File: config.mk
export PLATFORM = sky130hd
export DESIGN_NAME = system_mode_control
export DESIGN_NICKNAME = d
export VERILOG_FILES = /design/src/common/mode_ctrl_pkg.sv /design/src/hw/system_mode_control.sv
export VERILOG_INCLUDE_DIRS = /design/src /design/src/common
export SDC_FILE = /design/constraint.sdc
export NUM_CORES = 1
export LEC_CHECK = 0
export ABC_AREA = 1
export BUFFER_PORTS_ARGS = -buffer_cell sky130_fd_sc_hd__buf_2
export CORE_MARGIN = 2
export CORE_UTILIZATION = 55
export CTS_CLUSTER_DIAMETER = 80
export DETAILED_ROUTE_END_ITERATION = 10
export PLACE_DENSITY = 0.75
export SKIP_CTS_REPAIR_TIMING = 1
export SLEW_MARGIN = 20
export SYNTH_ARGS = -nofsm -noshare
export SYNTH_HDL_FRONTEND = slang
export SYNTH_SLANG_ARGS = --single-unit
File: constraint.sdc
create_clock -name CLK_SYS_I -period 5.6 [get_ports CLK_SYS_I]
set_clock_uncertainty 0.1 [all_clocks]
set_input_delay 0.28 -clock CLK_SYS_I [delete_from_list [all_inputs] [get_ports CLK_SYS_I]]
set_output_delay 0.28 -clock CLK_SYS_I [all_outputs]
set_load 0.03 [all_outputs]
File: src/common/mode_ctrl_regs.svh
`ifndef MODE_CTRL_REGS_SVH
`define MODE_CTRL_REGS_SVH

// Register offsets
`define SYSTEM_STATE_REG_ADDR       8'h14
`define SYSTEM_CONTROL_ONE_ADDR     8'h38
`define SYSTEM_CONTROL_TWO_ADDR     8'h39
`define INTERRUPT_WAKE_CONTROL_ADDR 8'h3A

// system_control_one fields
`define DOZE_RATE_MSB       7
`define DOZE_RATE_LSB       6
`define OUTPUT_RATE_MSB     4
`define OUTPUT_RATE_LSB     2
`define RANGE_MODE_MSB      1
`define RANGE_MODE_LSB      0
`define SYSTEM_CONTROL_ONE_MASK 8'hDF

// system_control_two fields
`define SELF_CHECK_BIT      7
`define SOFT_RESTART_BIT    6
`define AUTO_DOZE_BIT       1
`define LOW_POWER_BIT       0
`define SYSTEM_CONTROL_TWO_MASK 8'hC3

// interrupt_wake_control fields
`define FIFO_GATE_BIT       7
`define WAKE_SEL_MSB        6
`define WAKE_SEL_LSB        2
`define IRQ_POLARITY_BIT    1
`define IRQ_DRIVE_BIT       0

// system_state_reg fields
`define GATE_OVERFLOW_BIT   7

// Reset values
`define SYSTEM_CONTROL_ONE_RST     8'h00
`define SYSTEM_CONTROL_TWO_RST     8'h00
`define INTERRUPT_WAKE_CONTROL_RST 8'h00

// Sample periods in microseconds
`define PERIOD_400HZ_US  32'd2500
`define PERIOD_200HZ_US  32'd5000
`define PERIOD_100HZ_US  32'd10000
`define PERIOD_50HZ_US   32'd20000
`define PERIOD_25HZ_US   32'd40000
`define PERIOD_12HZ5_US  32'd80000
`define PERIOD_1HZ56_US  32'd640000

// Clock rate: 20 MHz, so 20 cycles per microsecond
`define CLK_CYCLES_PER_US 32'd20

`endif

File: src/common/mode_ctrl_pkg.sv
package mode_ctrl_pkg;

  typedef enum logic [2:0] {
    MODE_STANDBY = 3'b001,
    MODE_WAKE    = 3'b010,
    MODE_SLEEP   = 3'b100
  } sys_mode_t;

  typedef enum logic [2:0] {
    RESTART_IDLE    = 3'b001,
    RESTART_STANDBY = 3'b010,
    RESTART_RESET   = 3'b100
  } restart_state_t;

endpackage

File: src/hw/system_mode_control.sv
`timescale 1ns/100ps
`include "mode_ctrl_regs.svh"

// What this block does
// - Rate codes 010..101 give 100, 50, 12.5, 1.563 Hz.
// - Range/mode field resets to 00; 00 is standby, nonzero is active.
// - Active range codes 01, 10, 11 give 2g, 4g, 8g full scale.
// - Self-check bit 7 of control two resets to 0; 1 enables self-test.
// - Self-test drives a deliberate output change for chain checks.
// - Low power bit 0 resets to 0 normal; 1 selects low power.
// - Auto-doze bit 1 resets to 0; 1 enables automatic sleep/wake.
// - Auto-doze: each sleep/wake change resets counters; flushes FIFO only with gate bit 0.
// - Sleep/wake changes leave functional block status untouched.
// - Restart bit 6 resets to 0 and is taken in standby or active.
// - Restart resets all registers and reloads nonvolatile defaults.
// - An active device drops to standby before restarting.
// - Restart also resets the serial interface logic.
// - Gate bit 0: FIFO flushed on every sleep/wake change.
// - Gate bit 1: FIFO kept, input blocked until host empties it.
// - A sample while gated and unemptied sets the overflow flag, held.
// - Overflow flag drops as soon as the FIFO is emptied.
// - Wake-select bits 6..2 let each function's interrupt end sleep.
// - Output rate field resets to 000, giving 400 Hz, 2.5 ms.
// - In sleep the doze rate replaces the system output rate.
// - Doze rate codes 00..11 give 50, 25, 12.5, 1.56 Hz.
module system_mode_control #(
  parameter int unsigned CYCLES_PER_US = `CLK_CYCLES_PER_US
) (
  // Clock and reset
  input  wire logic                   CLK_SYS_I,
  input  wire logic                   RST_I,
  // Register access from the serial interface engine
  input  wire logic                   REG_WR_I,
  input  wire logic                   REG_RD_I,
  input  wire logic [7:0]             REG_ADDR_I,
  input  wire logic [7:0]             REG_WDATA_I,
  output logic      [7:0]             REG_RDATA_O,
  // Events from detection functions and inactivity timer
  input  wire logic                   SLEEP_REQ_I,
  input  wire logic [4:0]             WAKE_EVT_I,
  // FIFO handshake
  input  wire logic                   FIFO_EMPTY_I,
  output logic                        FIFO_FLUSH_O,
  output logic                        FIFO_BLOCK_O,
  output logic                        SAMPLE_TICK_O,
  // Operating state to the sensing path
  output mode_ctrl_pkg::sys_mode_t    MODE_O,
  output logic      [1:0]             RANGE_O,
  output logic                        LOW_POWER_O,
  output logic                        SELF_TEST_O,
  output logic                        IRQ_POLARITY_O,
  output logic                        IRQ_DRIVE_O,
  // Reset pulses to the rest of the device
  output logic                        COUNTER_RESET_O,
  output logic                        BLOCK_RESET_O,
  output logic                        NVM_RELOAD_O,
  output logic                        SERIAL_RESET_O
);
  import mode_ctrl_pkg::*;

  logic [7:0]     system_control_one;
  logic [7:0]     system_control_two;
  logic [7:0]     interrupt_wake_control;
  sys_mode_t      mode;
  restart_state_t restart;
  logic [31:0]    tick_count;
  logic           gate_overflow_flag;
  logic           restart_clear;
  logic           active_req;
  logic           doze_switch;
  logic [31:0]    period_cycles;

  logic [2:0] output_rate_select;
  logic [1:0] range_and_mode_select;
  logic [1:0] doze_rate_field;
  logic       self_check_enable;
  logic       auto_doze_enable;
  logic       low_power_select;
  logic       fifo_gate;
  logic [4:0] wake_select;

  assign output_rate_select    =
    system_control_one[`OUTPUT_RATE_MSB:`OUTPUT_RATE_LSB];
  assign range_and_mode_select =
    system_control_one[`RANGE_MODE_MSB:`RANGE_MODE_LSB];
  assign doze_rate_field       =
    system_control_one[`DOZE_RATE_MSB:`DOZE_RATE_LSB];
  assign self_check_enable     = system_control_two[`SELF_CHECK_BIT];
  assign auto_doze_enable      = system_control_two[`AUTO_DOZE_BIT];
  assign low_power_select      = system_control_two[`LOW_POWER_BIT];
  assign fifo_gate             = interrupt_wake_control[`FIFO_GATE_BIT];
  assign wake_select           =
    interrupt_wake_control[`WAKE_SEL_MSB:`WAKE_SEL_LSB];

  // Sample period in microseconds for the current rate settings
  function automatic logic [31:0] period_us(input logic [2:0] rate,
                                            input logic       dozing,
                                            input logic [1:0] doze);
    logic [31:0] p;
    p = `PERIOD_400HZ_US;
    if (dozing) begin
      case (doze)
        2'b00:   p = `PERIOD_50HZ_US;
        2'b01:   p = `PERIOD_25HZ_US;
        2'b10:   p = `PERIOD_12HZ5_US;
        default: p = `PERIOD_1HZ56_US;
      endcase
    end else begin
      case (rate)
        3'b000:  p = `PERIOD_400HZ_US;
        3'b001:  p = `PERIOD_200HZ_US;
        3'b010:  p = `PERIOD_100HZ_US;
        3'b011:  p = `PERIOD_50HZ_US;
        3'b100:  p = `PERIOD_12HZ5_US;
        3'b101:  p = `PERIOD_1HZ56_US;
        // Unassigned codes fall back to the fastest rate
        default: p = `PERIOD_400HZ_US;
      endcase
    end
    return p;
  endfunction

  // The sequencer forces standby while a restart is in flight
  assign active_req    = (range_and_mode_select != 2'b00) &&
                         (restart == RESTART_IDLE);
  assign restart_clear = (restart == RESTART_RESET);
  assign period_cycles = 32'(period_us(output_rate_select,
                                       mode == MODE_SLEEP,
                                       doze_rate_field) * CYCLES_PER_US);

  always_comb begin
    doze_switch = 1'b0;
    if (active_req && mode == MODE_WAKE) begin
      doze_switch = auto_doze_enable && SLEEP_REQ_I;
    end else if (active_req && mode == MODE_SLEEP) begin
      doze_switch = !auto_doze_enable ||
                    (|(WAKE_EVT_I & wake_select));
    end
  end

  // Configuration registers; the restart reset cycle reloads defaults
  always_ff @(posedge CLK_SYS_I) begin
    if (RST_I || restart_clear) begin
      system_control_one     <= `SYSTEM_CONTROL_ONE_RST;
      system_control_two     <= `SYSTEM_CONTROL_TWO_RST;
      interrupt_wake_control <= `INTERRUPT_WAKE_CONTROL_RST;
    end else if (REG_WR_I && restart == RESTART_IDLE) begin
      if (REG_ADDR_I == `SYSTEM_CONTROL_ONE_ADDR) begin
        system_control_one <= REG_WDATA_I & `SYSTEM_CONTROL_ONE_MASK;
      end else if (REG_ADDR_I == `SYSTEM_CONTROL_TWO_ADDR) begin
        system_control_two <= REG_WDATA_I & `SYSTEM_CONTROL_TWO_MASK;
      end else if (REG_ADDR_I == `INTERRUPT_WAKE_CONTROL_ADDR) begin
        interrupt_wake_control <= REG_WDATA_I;
      end
    end
  end

  // Restart sequencer: standby first, then one reset cycle
  always_ff @(posedge CLK_SYS_I) begin
    if (RST_I) begin
      restart <= RESTART_IDLE;
    end else begin
      case (restart)
        RESTART_IDLE: begin
          if (system_control_two[`SOFT_RESTART_BIT]) begin
            restart <= RESTART_STANDBY;
          end
        end
        RESTART_STANDBY: begin
          restart <= RESTART_RESET;
        end
        RESTART_RESET: begin
          restart <= RESTART_IDLE;
        end
        default: begin
          restart <= RESTART_IDLE;
        end
      endcase
    end
  end

  always_ff @(posedge CLK_SYS_I) begin
    if (RST_I) begin
      BLOCK_RESET_O  <= 1'b0;
      NVM_RELOAD_O   <= 1'b0;
      SERIAL_RESET_O <= 1'b0;
    end else begin
      BLOCK_RESET_O  <= (restart == RESTART_STANDBY);
      NVM_RELOAD_O   <= (restart == RESTART_STANDBY);
      SERIAL_RESET_O <= (restart == RESTART_STANDBY);
    end
  end

  // System mode; leaving sleep/wake keeps every status flag as it was
  always_ff @(posedge CLK_SYS_I) begin
    if (RST_I) begin
      mode <= MODE_STANDBY;
    end else begin
      case (mode)
        MODE_STANDBY: begin
          if (active_req) begin
            mode <= MODE_WAKE;
          end
        end
        MODE_WAKE: begin
          if (!active_req) begin
            mode <= MODE_STANDBY;
          end else if (doze_switch) begin
            mode <= MODE_SLEEP;
          end
        end
        MODE_SLEEP: begin
          if (!active_req) begin
            mode <= MODE_STANDBY;
          end else if (doze_switch) begin
            mode <= MODE_WAKE;
          end
        end
        default: begin
          mode <= MODE_STANDBY;
        end
      endcase
    end
  end

  assign MODE_O = mode;

  // Sample tick; nothing is sampled in standby
  always_ff @(posedge CLK_SYS_I) begin
    if (RST_I || mode == MODE_STANDBY || doze_switch) begin
      tick_count    <= 32'h0000_0000;
      SAMPLE_TICK_O <= 1'b0;
    end else if (tick_count + 32'h0000_0001 >= period_cycles) begin
      tick_count    <= 32'h0000_0000;
      SAMPLE_TICK_O <= 1'b1;
    end else begin
      tick_count    <= tick_count + 32'h0000_0001;
      SAMPLE_TICK_O <= 1'b0;
    end
  end

  // Sleep/wake transition effects on FIFO and counters
  always_ff @(posedge CLK_SYS_I) begin
    if (RST_I || restart_clear) begin
      FIFO_FLUSH_O    <= 1'b0;
      COUNTER_RESET_O <= 1'b0;
    end else begin
      FIFO_FLUSH_O    <= doze_switch && !fifo_gate;
      COUNTER_RESET_O <= doze_switch;
    end
  end

  // Gate holds FIFO contents until the host empties it
  always_ff @(posedge CLK_SYS_I) begin
    if (RST_I || restart_clear) begin
      FIFO_BLOCK_O <= 1'b0;
    end else if (doze_switch && fifo_gate && !FIFO_EMPTY_I) begin
      FIFO_BLOCK_O <= 1'b1;
    end else if (FIFO_EMPTY_I) begin
      FIFO_BLOCK_O <= 1'b0;
    end
  end

  // Overflow flag: set on a blocked sample, cleared by emptying
  always_ff @(posedge CLK_SYS_I) begin
    if (RST_I || restart_clear) begin
      gate_overflow_flag <= 1'b0;
    end else if (FIFO_EMPTY_I) begin
      gate_overflow_flag <= 1'b0;
    end else if (FIFO_BLOCK_O && SAMPLE_TICK_O) begin
      gate_overflow_flag <= 1'b1;
    end
  end

  // Settings handed to the sensing path
  always_ff @(posedge CLK_SYS_I) begin
    if (RST_I || restart_clear) begin
      RANGE_O        <= 2'h0;
      LOW_POWER_O    <= 1'b0;
      SELF_TEST_O    <= 1'b0;
      IRQ_POLARITY_O <= 1'b0;
      IRQ_DRIVE_O    <= 1'b0;
    end else begin
      RANGE_O        <= range_and_mode_select;
      LOW_POWER_O    <= low_power_select;
      SELF_TEST_O    <= self_check_enable;
      IRQ_POLARITY_O <= interrupt_wake_control[`IRQ_POLARITY_BIT];
      IRQ_DRIVE_O    <= interrupt_wake_control[`IRQ_DRIVE_BIT];
    end
  end

  // Read data, registered one cycle after the strobe
  always_ff @(posedge CLK_SYS_I) begin
    if (RST_I) begin
      REG_RDATA_O <= 8'h00;
    end else if (REG_RD_I) begin
      if (REG_ADDR_I == `SYSTEM_STATE_REG_ADDR) begin
        REG_RDATA_O <= {gate_overflow_flag, 4'h0, mode};
      end else if (REG_ADDR_I == `SYSTEM_CONTROL_ONE_ADDR) begin
        REG_RDATA_O <= system_control_one;
      end else if (REG_ADDR_I == `SYSTEM_CONTROL_TWO_ADDR) begin
        REG_RDATA_O <= system_control_two;
      end else if (REG_ADDR_I == `INTERRUPT_WAKE_CONTROL_ADDR) begin
        REG_RDATA_O <= interrupt_wake_control;
      end else begin
        REG_RDATA_O <= 8'h00;
      end
    end
  end

endmodule

# Word-level counts from Yosys, hierarchy flattened
# Index checks and enable logic that the tools add are counted.
[totals]
reg_bits = 77
in_bits = 27
[classes]
n_bitwise = 3
reduce_logical = 26
muxes = 20
magnitude_cmp = 1
mul = 1
addsub = 1
n_eq_ne = 21
[ops]
columns = ["cell", "n"]
rows = [
  ["case mux 20 bit (5 select lines)", 1],
  ["case mux 20 bit (3 select lines)", 1],
  ["adder 32 x 1 -> 32 bit (second input constant)", 1],
  ["greater-or-equal comparator 32 bit", 1],
  ["multiplier 32 x 3 -> 30 bit (second input constant)", 1],
  ["2-to-1 mux 32 bit", 1],
  ["2-to-1 mux 8 bit", 4],
  ["== test 8 x 6 -> 1 bit (second input constant)", 3],
  ["2-to-1 mux 3 bit", 6],
  ["== test 3 x 2 -> 1 bit (second input constant)", 4],
  ["== test 3 bit (second input constant)", 4],
  ["== test 3 x 1 -> 1 bit (second input constant)", 3],
  ["logical AND 1 bit", 9],
  ["case mux 3 bit (3 select lines)", 1],
  ["== test 8 x 5 -> 1 bit (second input constant)", 1],
  ["inequality test 3 bit (second input constant)", 2],
  ["case mux 3 bit (2 select lines)", 1],
  ["AND reduction 3 bit", 2],
  ["AND 5 bit", 1],
  ["2-to-1 mux 1 bit", 5],
  ["OR reduction 5 bit", 1],
  ["logical OR 1 bit", 4],
  ["inequality test 2 bit (second input constant)", 2],
  ["AND reduction 4 bit", 1],
  ["8 further kinds", 13],
]

# Depth between registers and ports, before layout
# Gate-level depths: netlist of the first run.
[depth]
ltp_word = 8
ltp_mapped = 30
ltp_nobuf = 28

# Worst setup path before layout of the first run
# Ideal clock, no wire load.
[synth_path]
kind = "register -> register"
startpoint = "register mode[2] (netlist: MODE_O[2])"
endpoint = "register tick_count[21]"
path_stages_with_launch = 25
setup_slack_ns = 1.246
setup_time_ns = 0.062
t_arrival_ns = 4.192
n_path_buf = 2
required_ns = 5.438
cell_sequence = "dfxtp_1 > inv_1 > nor3_2 > inv_1 > clkbuf_1 > or2_2 > a21oi_1 > ha_1 > ha_1 > nand2_1 > nor3_1 > nand3_1 > nand3_1 > nand2_1 > a21oi_1 > xor2_1 > ha_1 > a21oi_1 > o21ai_0 > nor2_1 > nand2_1 > nor2_2 > nand4_4 > buf_6 > nor2_2"
[synth_between]
elab_chain_len = 6
elab_cells_between_ends = 13
classes_between = "mul: 1; order compare: 1; eq/ne: 3; mux: 3; reduce/logical: 5"
[synth_lines]
columns = ["item", "line", "source"]
rows = [
  ["start, declared", "system_mode_control.sv:64", "sys_mode_t mode;"],
  ["start signal, assigned", "system_mode_control.sv:197", "mode <= MODE_STANDBY;"],
  ["start signal, assigned", "system_mode_control.sv:202", "mode <= MODE_WAKE;"],
  ["start signal, assigned", "system_mode_control.sv:207", "mode <= MODE_STANDBY;"],
  ["parallel branches: the longest is 5 deep, another holds multiplier 32 x 3 -> 30 bit", "n/a", ""],
  ["OR reduction 2 bit (no line) *", "n/a", ""],
  ["end signal, assigned", "system_mode_control.sv:237", "tick_count <= tick_count + 32'h0000_0001;"],
  ["end, declared", "system_mode_control.sv:66", "logic [31:0] tick_count;"],
]
# Mark *: on every way between the ends.
# A chain may end at the register's enable or synchronous reset.

# Worst setup path after layout of the first run
[layout_path]
startpoint = "register mode[2] (netlist: MODE_O[2])"
endpoint = "register tick_count[8]"
# Same word-level chain as after synthesis.

==> impl_results.md, run 1 <==
* Pins Over Slew Limit at 0
* Setup repair after global routing missed its margin: no
* Average vias per placed instance at 5.30
* Global-route wire length before repair at 20.6 mm
* Area of the die at 0.0102 sq mm
* Mean instance size in the synthesized netlist at 6.97 sq um
* Gr usage total at 0.253
* Fraction of synthesized cell area taken by the top area cell type at 0.299
* Post-route non-filler standard cell count at 919
* Count of nets left with antenna violations after detail routing at 0
* Die X at 101 microns
* Pin count of the biggest net entering global routing at 25
* Cell area after placement at 0.00553 sq mm
* Clock root buffer: sky130_fd_sc_hd__clkbuf_8
* Final core occ at 0.626
* Vert. Die Dim at 101 microns
* Number of clock sinks at 77
* Initial cell density of the core at 0.564
* Synth async-reset ratio at 0
* Iter 0 DRT Violations at 219
* Power Density at 187 mW/mm^2
* Std-Cell Rows at 35
* Class of the most critical hold timing path: in -> reg
* Status: finished clean
* Min Hold Slack at 0.0340 ns
* Number of nets in the final layout at 883
* Clock tree from TritonCTS: done
* Relative max-transition margin at 0.495
* Placed cells at 902
* Final count of hold timing violations at 0
* Final critical path time including I/O delays and setup at 5.18 ns
* Mean routed wirelength per cell at 13.3 microns
* Maximum capacitance violations at 0
* Cell type contributing the most total cell area after synthesis: sky130_fd_sc_hd__dfxtp_1
* Arrival @ worst endpoint at 5.38 ns
* Number of endpoints failing setup at the final stage at 0
* Synth warn at 0
* Type of destination of the critical path: register
* Post-Syn Area at 0.00516 sq mm
* Leakage dissipation at 2.69 nW
* Area contributors post-synth: sky130_fd_sc_hd__dfxtp_1 (30%), sky130_fd_sc_hd__ha_1 (13%), sky130_fd_sc_hd__nand2_1 (11%)
* Post-route clock period utilization at 0.925
* Top library cells by usage in the layout, fill and taps aside: sky130_fd_sc_hd__nand2_1 (158), sky130_fd_sc_hd__inv_1 (104), sky130_fd_sc_hd__nor2_1 (84)
* Slew at the pin with the worst max-slew slack at 0.755 ns
* Layout cells sized above 1 at 0.142
* Area of all placed cells without fillers at 0.00573 sq mm
* Clock transition at path regs at 0.09 ns
* Maximum fanout along the worst path at 14
* Instance count of the mapped netlist at 741
* Post-route DRC at 0
* Number of flip-flops and latches in the synthesized netlist at 77
* Critical path launch point type: register
* Num CTS Buffers at 9
* Total congestion overflow after global routing at 0
* ANT cells at 0
* Via count of the first global-routing pass at 4707
* CTS H-tree lvls at 3
* Core area at 0.00915 sq mm
* Number of different library cells in the post-synthesis netlist at 44
* Count of port buffers added during placement at 50
* Number of antenna violations at the first check in global routing at 0
* Maximum count of clock buffers along a single path at 2
* Most common cell after layout, fill and taps aside: sky130_fd_sc_hd__nand2_1
* I/O pin cnt at 51
* Worst voltage drop across the vdd grid at 0.176 mV
* Upper clock frequency limit at 193 MHz
* DR vias at 4873
* Classification of the worst setup path: reg -> reg
* Top flip-flop cell by instance count after synthesis: sky130_fd_sc_hd__dfxtp_1
* Number of optimization iterations in the first detailed-route pass at 7
* Setup TNS at 0 ns
* Gp weighted congestion at 0.920
* Aggregate routed wire length at 12.2 mm
* HPWL Detailed at 9.86 mm
* Clock network latency to the later pin of the worst-skew pair at 0.37 ns
* Post-synth EDFFs at 0
* Required time of the worst setup path at 5.80 ns
* Portion of the post-synthesis area used by sequential elements at 0.299
* Area added between synthesis and finish at 11.1%
worst max-delay path, stage by stage (launching register included):
cell and delay [ns]:
sky130_fd_sc_hd__dfxtp_1 0.40, sky130_fd_sc_hd__inv_1 0.09, sky130_fd_sc_hd__nor3_2 0.34, sky130_fd_sc_hd__inv_1 0.28
sky130_fd_sc_hd__or2_1 0.30, sky130_fd_sc_hd__o22ai_1 0.30, sky130_fd_sc_hd__inv_1 0.14, sky130_fd_sc_hd__ha_1 0.32
sky130_fd_sc_hd__ha_1 0.32, sky130_fd_sc_hd__inv_1 0.08, sky130_fd_sc_hd__nor3_1 0.29, sky130_fd_sc_hd__nand3_1 0.15
sky130_fd_sc_hd__nand3_1 0.15, sky130_fd_sc_hd__nand2_1 0.06, sky130_fd_sc_hd__a21oi_1 0.16, sky130_fd_sc_hd__xor2_1 0.16
sky130_fd_sc_hd__ha_1 0.26, sky130_fd_sc_hd__a21oi_1 0.15, sky130_fd_sc_hd__o21ai_0 0.10, sky130_fd_sc_hd__nor2_1 0.11
sky130_fd_sc_hd__nand2_1 0.07, sky130_fd_sc_hd__nor2_2 0.26, sky130_fd_sc_hd__nand4_4 0.33, sky130_fd_sc_hd__nor2_2 0.16
power by group:
part	total [mW]	internal, mW	leakage, nW	switching (mW)
sequential	0.570	0.559	0.624	0.0111
clock	0.398	0.167	0.0910	0.231
combinational	0.102	0.0329	1.97	0.0689
total	1.07	0.759	2.69	0.311
synth_stat cells (4+ instances only):
cell and number:
sky130_fd_sc_hd__ha_1 52, sky130_fd_sc_hd__nor3_1 15, sky130_fd_sc_hd__nor2_2 26, sky130_fd_sc_hd__a211oi_1 4, sky130_fd_sc_hd__a31oi_1 5, sky130_fd_sc_hd__o21ai_0 40, sky130_fd_sc_hd__nor2_4 5, sky130_fd_sc_hd__nand4_1 11
sky130_fd_sc_hd__a21oi_1 53, sky130_fd_sc_hd__xnor2_1 15, sky130_fd_sc_hd__nand3_1 30, sky130_fd_sc_hd__nand2_1 158, sky130_fd_sc_hd__o22ai_1 4, sky130_fd_sc_hd__inv_1 104, sky130_fd_sc_hd__or2_2 6, sky130_fd_sc_hd__nor2_1 84
sky130_fd_sc_hd__xor2_1 13, sky130_fd_sc_hd__dfxtp_1 77, sky130_fd_sc_hd__clkbuf_1 5
path summary, 6_finish.rpt:
| path | start | to | slack [ns] | depth (start not counted) |
|---|---|---|---|---|
| setup / recovery | MODE_O[2]$_SDFFE_PP0P_ | tick_count[8]$_SDFF_PP0_ | 0.42 | 23 |
| setup reg to reg | MODE_O[2]$_SDFFE_PP0P_ | tick_count[8]$_SDFF_PP0_ | 0.42 | 23 |
| hold / removal | REG_WDATA_I[5] | interrupt_wake_control[5]$_SDFFE_PP0P_ | 0.03 | 3 |
| hold reg to reg | system_control_two[0]$_SDFFE_PP0P_ | LOW_POWER_O$_SDFF_PP0_ | 0.37 | 2 |
cell families (layout without fill, tap and decap cells):
kind of cell               count (synthesis)  count (layout)  synth area share
and+or+nand+nor                          352             353             0.314
DFF                                       77              77             0.299
adders and majority gates                 53              53             0.130
buffers and inverters                    115             172            0.0882
xor gates and xnor gates                  28              28            0.0475
AOI/OAI and AO/OA                        115             115             0.121
other                                      1              10          0.000727
cell type report:
cell class              count  area, sq um
multi-input cells         559         3220
well taps                 111          139
repair buffers             51          258
clock buffers               9          124
fillers                   851         3420
clock inverters             7         56.3
flip-flops and latches     77         1540
inverters                 105          394
state kept, by name, indices dropped and copies added (netlist names):
register	count
REG_RDATA_O	8
interrupt_wake_control	8
FIFO_FLUSH_O	1
COUNTER_RESET_O	1
restart	3
RANGE_O	2
system_control_two	4
IRQ_POLARITY_O	1
FIFO_BLOCK_O	1
MODE_O	3
IRQ_DRIVE_O	1
SAMPLE_TICK_O	1
tick_count	32
gate_overflow_flag	1
SELF_TEST_O	1
LOW_POWER_O	1
SERIAL_RESET_O	1
system_control_one	7
through the flow:
step / total power, mW / setup slack (ns)
after floorplan: 0.647 / 1.25
after global placement: 0.678 / 0.650
after detailed placement: 0.680 / 0.410
after CTS: 1.07 / 0.365
after global routing: 1.11 / 0.0147
final: 1.07 / 0.419
per-layer routing:
layer  global-route usage  vias to the layer above  routed length [microns]
met2                0.464                      139                     6150
met3               0.0506                       32                      575
li1                     -                     2522                        -
met1                0.286                     2180                     5140
met4               0.0991                        0                      380
met5                    0                        -                        0
(Power assumes the default switching activity.)
==> run 2: changes to the inputs <==
--- a/config.mk
+++ b/config.mk
@@ -13,6 +13,7 @@
 export CTS_CLUSTER_DIAMETER = 80
 export DETAILED_ROUTE_END_ITERATION = 10
 export PLACE_DENSITY = 0.75
+export REMOVE_ABC_BUFFERS = 1
 export SKIP_CTS_REPAIR_TIMING = 1
 export SLEW_MARGIN = 20
 export SYNTH_ARGS = -nofsm -noshare
==> run 2 against run 1 <==
Against the previous run: critical path depth stayed put; critical path type unchanged; routed wire length is 1.2% higher; worst setup slack gained 0.12 ns; critical endpoint is now tick_count[13]$_SDFF_PP0_.
==> impl_results.md, run 2 (same netlist as run 1, synthesis figures left out) <==
* Clock transition at path regs at 0.09 ns
* Area of the die at 0.0102 sq mm
* Worst voltage drop across the vdd grid at 0.174 mV
* Required time of the worst setup path at 5.79 ns
* Hold-critical path endpoint: interrupt_wake_control[5]$_SDFFE_PP0P_
* I/O pin cnt at 51
* Number of antenna violations at the first check in global routing at 0
* Class of the most critical hold timing path: in -> reg
* Number of optimization iterations in the first detailed-route pass at 4
* Max reg flops at 32
* Maximum capacitance violations at 0
* Type of destination of the critical path: register
* Leakage dissipation at 2.69 nW
* Most common cell after layout, fill and taps aside: sky130_fd_sc_hd__nand2_1
* Mean routed wirelength per cell at 13.5 microns
* Initial cell density of the core at 0.564
* Critical path launch point type: register
* Number of clock sinks at 77
* Post-route clock period utilization at 0.903
* Count of port buffers added during placement at 50
* Maximum count of clock buffers along a single path at 2
* Biggest register: tick_count
* Relative max-transition margin at 0.467
* Upper clock frequency limit at 198 MHz
* Iter 0 DRT Violations at 151
* Cell chain of the critical path: inv_1 -> nor3_2 -> inv_1 -> or2_1 -> o22ai_1 -> inv_1 -> ha_1 -> ha_1 -> inv_1 -> nor3_1 -> nand3_1 -> nand3_1 -> nand2_1 -> a21oi_1 -> xor2_1 -> ha_1 -> a21oi_1 -> o21ai_0 -> nor2_1 -> nand2_1 -> nor2_2 -> nand4_4 -> nor2_2
* Power Density at 194 mW/mm^2
* Pins Over Slew Limit at 0
* Pin count of the biggest net entering global routing at 25
* Gr usage total at 0.260
* Status: finished clean
* Gp weighted congestion at 0.935
* Via count of the first global-routing pass at 4871
* Total congestion overflow after global routing at 0
* Layout cells sized above 1 at 0.142
* Clock tree from TritonCTS: done
* Aggregate routed wire length at 12.4 mm
* Dominant delay contributor by cell family on the critical path: simple AND/OR/NAND/NOR gates
* Average vias per placed instance at 5.32
* Final count of hold timing violations at 0
* Post-route DRC at 0
* Vert. Die Dim at 101 microns
* Setup TNS at 0 ns
* Clock root buffer: sky130_fd_sc_hd__clkbuf_8
* Core area at 0.00915 sq mm
* Final critical path time including I/O delays and setup at 5.06 ns
* Flop2flop setup slack at 0.54 ns
* CTS H-tree lvls at 3
* Area added between synthesis and finish at 11.6%
* Number of nets in the final layout at 883
* Maximum fanout along the worst path at 14
* DR vias at 4887
* HPWL Detailed at 9.90 mm
* Count of nets left with antenna violations after detail routing at 0
* Worst r2r path cells at 23
* Num CTS Buffers at 9
* Top library cells by usage in the layout, fill and taps aside: sky130_fd_sc_hd__nand2_1 (158), sky130_fd_sc_hd__inv_1 (104), sky130_fd_sc_hd__nor2_1 (84)
* Std-Cell Rows at 35
* Number of endpoints failing setup at the final stage at 0
* Cell repeated most along the worst path: sky130_fd_sc_hd__inv_1
* ANT cells at 0
* Arrival @ worst endpoint at 5.25 ns
* Setup repair after global routing missed its margin: no
* Worst hold path startpoint: REG_WDATA_I[5]
* Worst hold path depth at 3
* Global-route wire length before repair at 21.4 mm
* Start of the worst register-to-register path: MODE_O[2]$_SDFFE_PP0P_
* Terminus of the critical flop-to-flop path: tick_count[13]$_SDFF_PP0_
* CP Buf/Inv Count at 4
* Classification of the worst setup path: reg -> reg
* Clock network latency to the later pin of the worst-skew pair at 0.36 ns
* Die X at 101 microns
* Maximum cell stage delay along the critical path at 0.40 ns
* Master of the slowest instance on the critical path: sky130_fd_sc_hd__dfxtp_1
* Post-route total power at 1.12 mW
* Slew at the pin with the worst max-slew slack at 0.797 ns
* Top Registers: tick_count (32), REG_RDATA_O (8), interrupt_wake_control (8)
-- run 2: cell count changes in the layout (fill, tap and decap cells not counted) --
cell                         delta
sky130_fd_sc_hd__clkinv_2       -1
sky130_fd_sc_hd__inv_8          +1
sky130_fd_sc_hd__inv_6          -3
sky130_fd_sc_hd__clkinvlp_4     +1
sky130_fd_sc_hd__clkinv_4       +1
sky130_fd_sc_hd__bufinv_16      +1
-- run 2: worst register-to-register path: cells and delay by family (launching register included) --
| family | cells | cell delay (ns) |
|---|---|---|
| flops | 1 | 0.40 |
| simple gates | 11 | 2.20 |
| fa+ha+maj | 3 | 0.91 |
| buf+inv | 4 | 0.59 |
| compound gates | 4 | 0.64 |
| xor+xnor | 1 | 0.16 |
-- run 2: layout make-up --
type                       instances  area (sq um)
inverter                         105           394
tap                              111           139
sequential                        77          1540
fill                             836          3390
multi-input combinational        559          3220
timing repair buffer              51           258
clock inverter                     7          82.6
clock buffer                       9           124
-- run 2: metal layers --
metal  global-route usage  routed length (microns)  vias up
met4                0.101                      396        0
met3               0.0548                      483       33
met2                0.472                     6230      115
met1                0.296                     5280     2224
li1                     -                        -     2515
met5                    0                        0        -
-- run 2: per-stage QoR --
stage / util / worst slack, ns / instances / hold WS [ns] / instance area, sq um
finish: 0.629 / 0.543 / 919 / 0.0614 / 5760
global route: 0.629 / 0.0410 / 919 / 0.0762 / 5760
CTS: 0.627 / 0.491 / 918 / 0.0598 / 5740
detailed placement: 0.604 / 0.520 / 902 / 0.346 / 5530
global placement: 0.604 / 0.704 / 902 / 0.347 / 5530
floorplan: - / 1.07 / 740 / 0.249 / 5130
-- run 2: worst max path at each step --
| stage | from | end | slack [ns] | depth (start not counted) |
|---|---|---|---|---|
| floorplan | MODE_O[2]$_SDFFE_PP0P_ | tick_count[0]$_SDFF_PP0_ | 1.07 | 23 |
| finish | MODE_O[2]$_SDFFE_PP0P_ | tick_count[13]$_SDFF_PP0_ | 0.54 | 23 |
| detailed placement | MODE_O[2]$_SDFFE_PP0P_ | tick_count[0]$_SDFF_PP0_ | 0.52 | 23 |
| global placement | MODE_O[2]$_SDFFE_PP0P_ | tick_count[3]$_SDFF_PP0_ | 0.70 | 23 |
| global route | MODE_O[2]$_SDFFE_PP0P_ | tick_count[2]$_SDFF_PP0_ | 0.04 | 23 |
| CTS | MODE_O[2]$_SDFFE_PP0P_ | tick_count[0]$_SDFF_PP0_ | 0.49 | 23 |
-- run 2: where the power goes --
part           total (mW)  switching [mW]  internal, mW
Clock               0.443           0.231         0.212
Combinational       0.103          0.0698        0.0330
Sequential          0.570          0.0114         0.559
Total                1.12           0.312         0.804
==> run 3: changes to the inputs <==
--- a/config.mk
+++ b/config.mk
@@ -12,7 +12,7 @@
 export CORE_UTILIZATION = 55
 export CTS_CLUSTER_DIAMETER = 80
 export DETAILED_ROUTE_END_ITERATION = 10
-export PLACE_DENSITY = 0.75
+export PLACE_DENSITY_LB_ADDON = 0.1
 export REMOVE_ABC_BUFFERS = 1
 export SKIP_CTS_REPAIR_TIMING = 1
 export SLEW_MARGIN = 20
==> run 3 against run 2 <==
Against the previous run: sequential power about the same; flip-flop and latch count unchanged; critical path type unchanged; highest routed layer unchanged; maximum frequency shrank 2.3%; critical path depth unchanged; clock-buffer cell count stayed put; power up 2.1%; core utilization rose by 0.18 points; routed wire length up 0.57%.
==> impl_results.md, run 3 (same netlist as run 1, synthesis figures left out) <==
* Status: finished clean
* Num CTS Buffers at 9
* Aggregate routed wire length at 12.5 mm
* Top library cells by usage in the layout, fill and taps aside: sky130_fd_sc_hd__nand2_1 (158), sky130_fd_sc_hd__inv_1 (104), sky130_fd_sc_hd__nor2_1 (84)
* Clock root buffer: sky130_fd_sc_hd__clkbuf_8
* Top Registers: tick_count (32), REG_RDATA_O (8), interrupt_wake_control (8)
* Count of nets left with antenna violations after detail routing at 0
* Maximum count of clock buffers along a single path at 2
* Average vias per placed instance at 5.27
* Std-Cell Rows at 35
* Final-layout fill cell count at 866
* Global-route wire length before repair at 21.0 mm
* CTS H-tree lvls at 3
* Number of nets in the final layout at 883
* Number of antenna violations at the first check in global routing at 0
* Area used by multi-input combinational logic at 0.00322 sq mm
* Gp weighted congestion at 0.961
* Arrival @ worst endpoint at 5.36 ns
* Area of the die at 0.0102 sq mm
* Clock transition at path regs at 0.09 ns
* Die X at 101 microns
* Cell chain of the critical path: inv_1 -> nor3_2 -> inv_1 -> or2_1 -> o22ai_1 -> inv_1 -> ha_1 -> ha_1 -> inv_1 -> nor3_1 -> nand3_1 -> nand3_1 -> nand2_1 -> a21oi_1 -> xor2_1 -> ha_1 -> a21oi_1 -> o21ai_0 -> nor2_1 -> nand2_1 -> nor2_2 -> nand4_4 -> nor2_2
* Setup TNS at 0 ns
* Number of clock sinks at 77
* Power Density at 197 mW/mm^2
* Clock tree from TritonCTS: done
* Final count of hold timing violations at 0
* Biggest register: tick_count
* Worst hold path depth at 3
* Pin count of the biggest net entering global routing at 25
* Type of destination of the critical path: register
* Post-route clock period utilization at 0.924
* Relative max-transition margin at 0.506
* Worst r2r path cells at 23
* Maximum capacitance violations at 0
* Area taken by flip-flops and latches at 0.00154 sq mm
* Iter 0 DRT Violations at 172
* Flop2flop setup slack at 0.42 ns
* Clock network latency to the later pin of the worst-skew pair at 0.36 ns
* Number of optimization iterations in the first detailed-route pass at 5
* Number of endpoints failing setup at the final stage at 0
* Max reg flops at 32
* Vert. Die Dim at 101 microns
* Master of the slowest instance on the critical path: sky130_fd_sc_hd__dfxtp_1
* Post-route DRC at 0
* Most common cell after layout, fill and taps aside: sky130_fd_sc_hd__nand2_1
* Critical path launch point type: register
* Total congestion overflow after global routing at 0
* Class of the most critical hold timing path: in -> reg
* Required time of the worst setup path at 5.79 ns
* HPWL Detailed at 9.92 mm
* Slew at the pin with the worst max-slew slack at 0.739 ns
* Layout cells sized above 1 at 0.142
* Core area at 0.00915 sq mm
* Setup repair after global routing missed its margin: no
* Final critical path time including I/O delays and setup at 5.18 ns
* Dominant delay contributor by cell family on the critical path: simple AND/OR/NAND/NOR gates
* Pins Over Slew Limit at 0
* I/O pin cnt at 51
* Maximum fanout along the worst path at 14
* Maximum cell stage delay along the critical path at 0.39 ns
* Via count of the first global-routing pass at 4685
* Upper clock frequency limit at 193 MHz
* Worst voltage drop across the vdd grid at 0.133 mV
* CP Buf/Inv Count at 4
* Initial cell density of the core at 0.564
* Logic depth of the worst setup path including buffers at 23
* Count of port buffers added during placement at 50
* Gr usage total at 0.258
* Cell repeated most along the worst path: sky130_fd_sc_hd__inv_1
* Classification of the worst setup path: reg -> reg
* Min Hold Slack at 0.0501 ns
* ANT cells at 0
* Area added between synthesis and finish at 11.9%
* Mean routed wirelength per cell at 13.6 microns
* Leakage dissipation at 2.71 nW
* DR vias at 4843
-- run 3: cell types whose count changed in the layout (fill, tap and decap cells not counted), sizes merged --
cell      previous run  this run
bufinv               1         2
clkinv               2         3
clkinvlp             2         1
inv                107       106
-- run 3: final cells by class --
class                      count  area share
clock buffer                   9      0.0215
timing repair buffer          51      0.0446
multi-input combinational    559       0.558
inverter                     105      0.0683
tap                          111      0.0241
sequential                    77       0.267
clock inverter                 7      0.0171
-- run 3: worst paths after layout --
check                                         startpoint                                     end
setup / recovery                  MODE_O[2]$_SDFFE_PP0P_               tick_count[14]$_SDFF_PP0_
hold / removal                            REG_WDATA_I[5]  interrupt_wake_control[5]$_SDFFE_PP0P_
setup reg to reg                  MODE_O[2]$_SDFFE_PP0P_               tick_count[14]$_SDFF_PP0_
hold reg to reg   interrupt_wake_control[0]$_SDFFE_PP0P_                  IRQ_DRIVE_O$_SDFF_PP0_
-- run 3: per-stage QoR --
step	instance area (sq um)	utilization	power, mW	instances	setup slack [ns]
3_3_place_gp	5530	0.604	0.679	902	0.669
3_5_place_dp	5530	0.604	0.682	902	0.475
6_report	5770	0.631	1.14	919	0.423
2_1_floorplan	5130	-	0.645	740	1.07
4_1_cts	5750	0.629	1.14	918	0.410
5_1_grt	5770	0.631	1.19	919	0.0401
-- run 3: power breakdown --
group	internal (mW)	switching [mW]	total [mW]
clock network	0.253	0.215	0.468
logic	0.0330	0.0689	0.102
registers	0.559	0.0114	0.570
total	0.845	0.295	1.14
-- run 3: tightest hold or removal path: stages --
cell	delay [ns]
sky130_fd_sc_hd__buf_2	0.08
sky130_fd_sc_hd__nor3_1	0.04
sky130_fd_sc_hd__nor2_1	0.08
-- run 3: routing by layer --
layer / GRT usage / up-vias / wire [microns]
met1: 0.298 / 2183 / 5340
met5: 0 / - / 0
li1: - / 2513 / -
met3: 0.0388 / 20 / 498
met2: 0.475 / 127 / 6340
met4: 0.0959 / 0 / 290
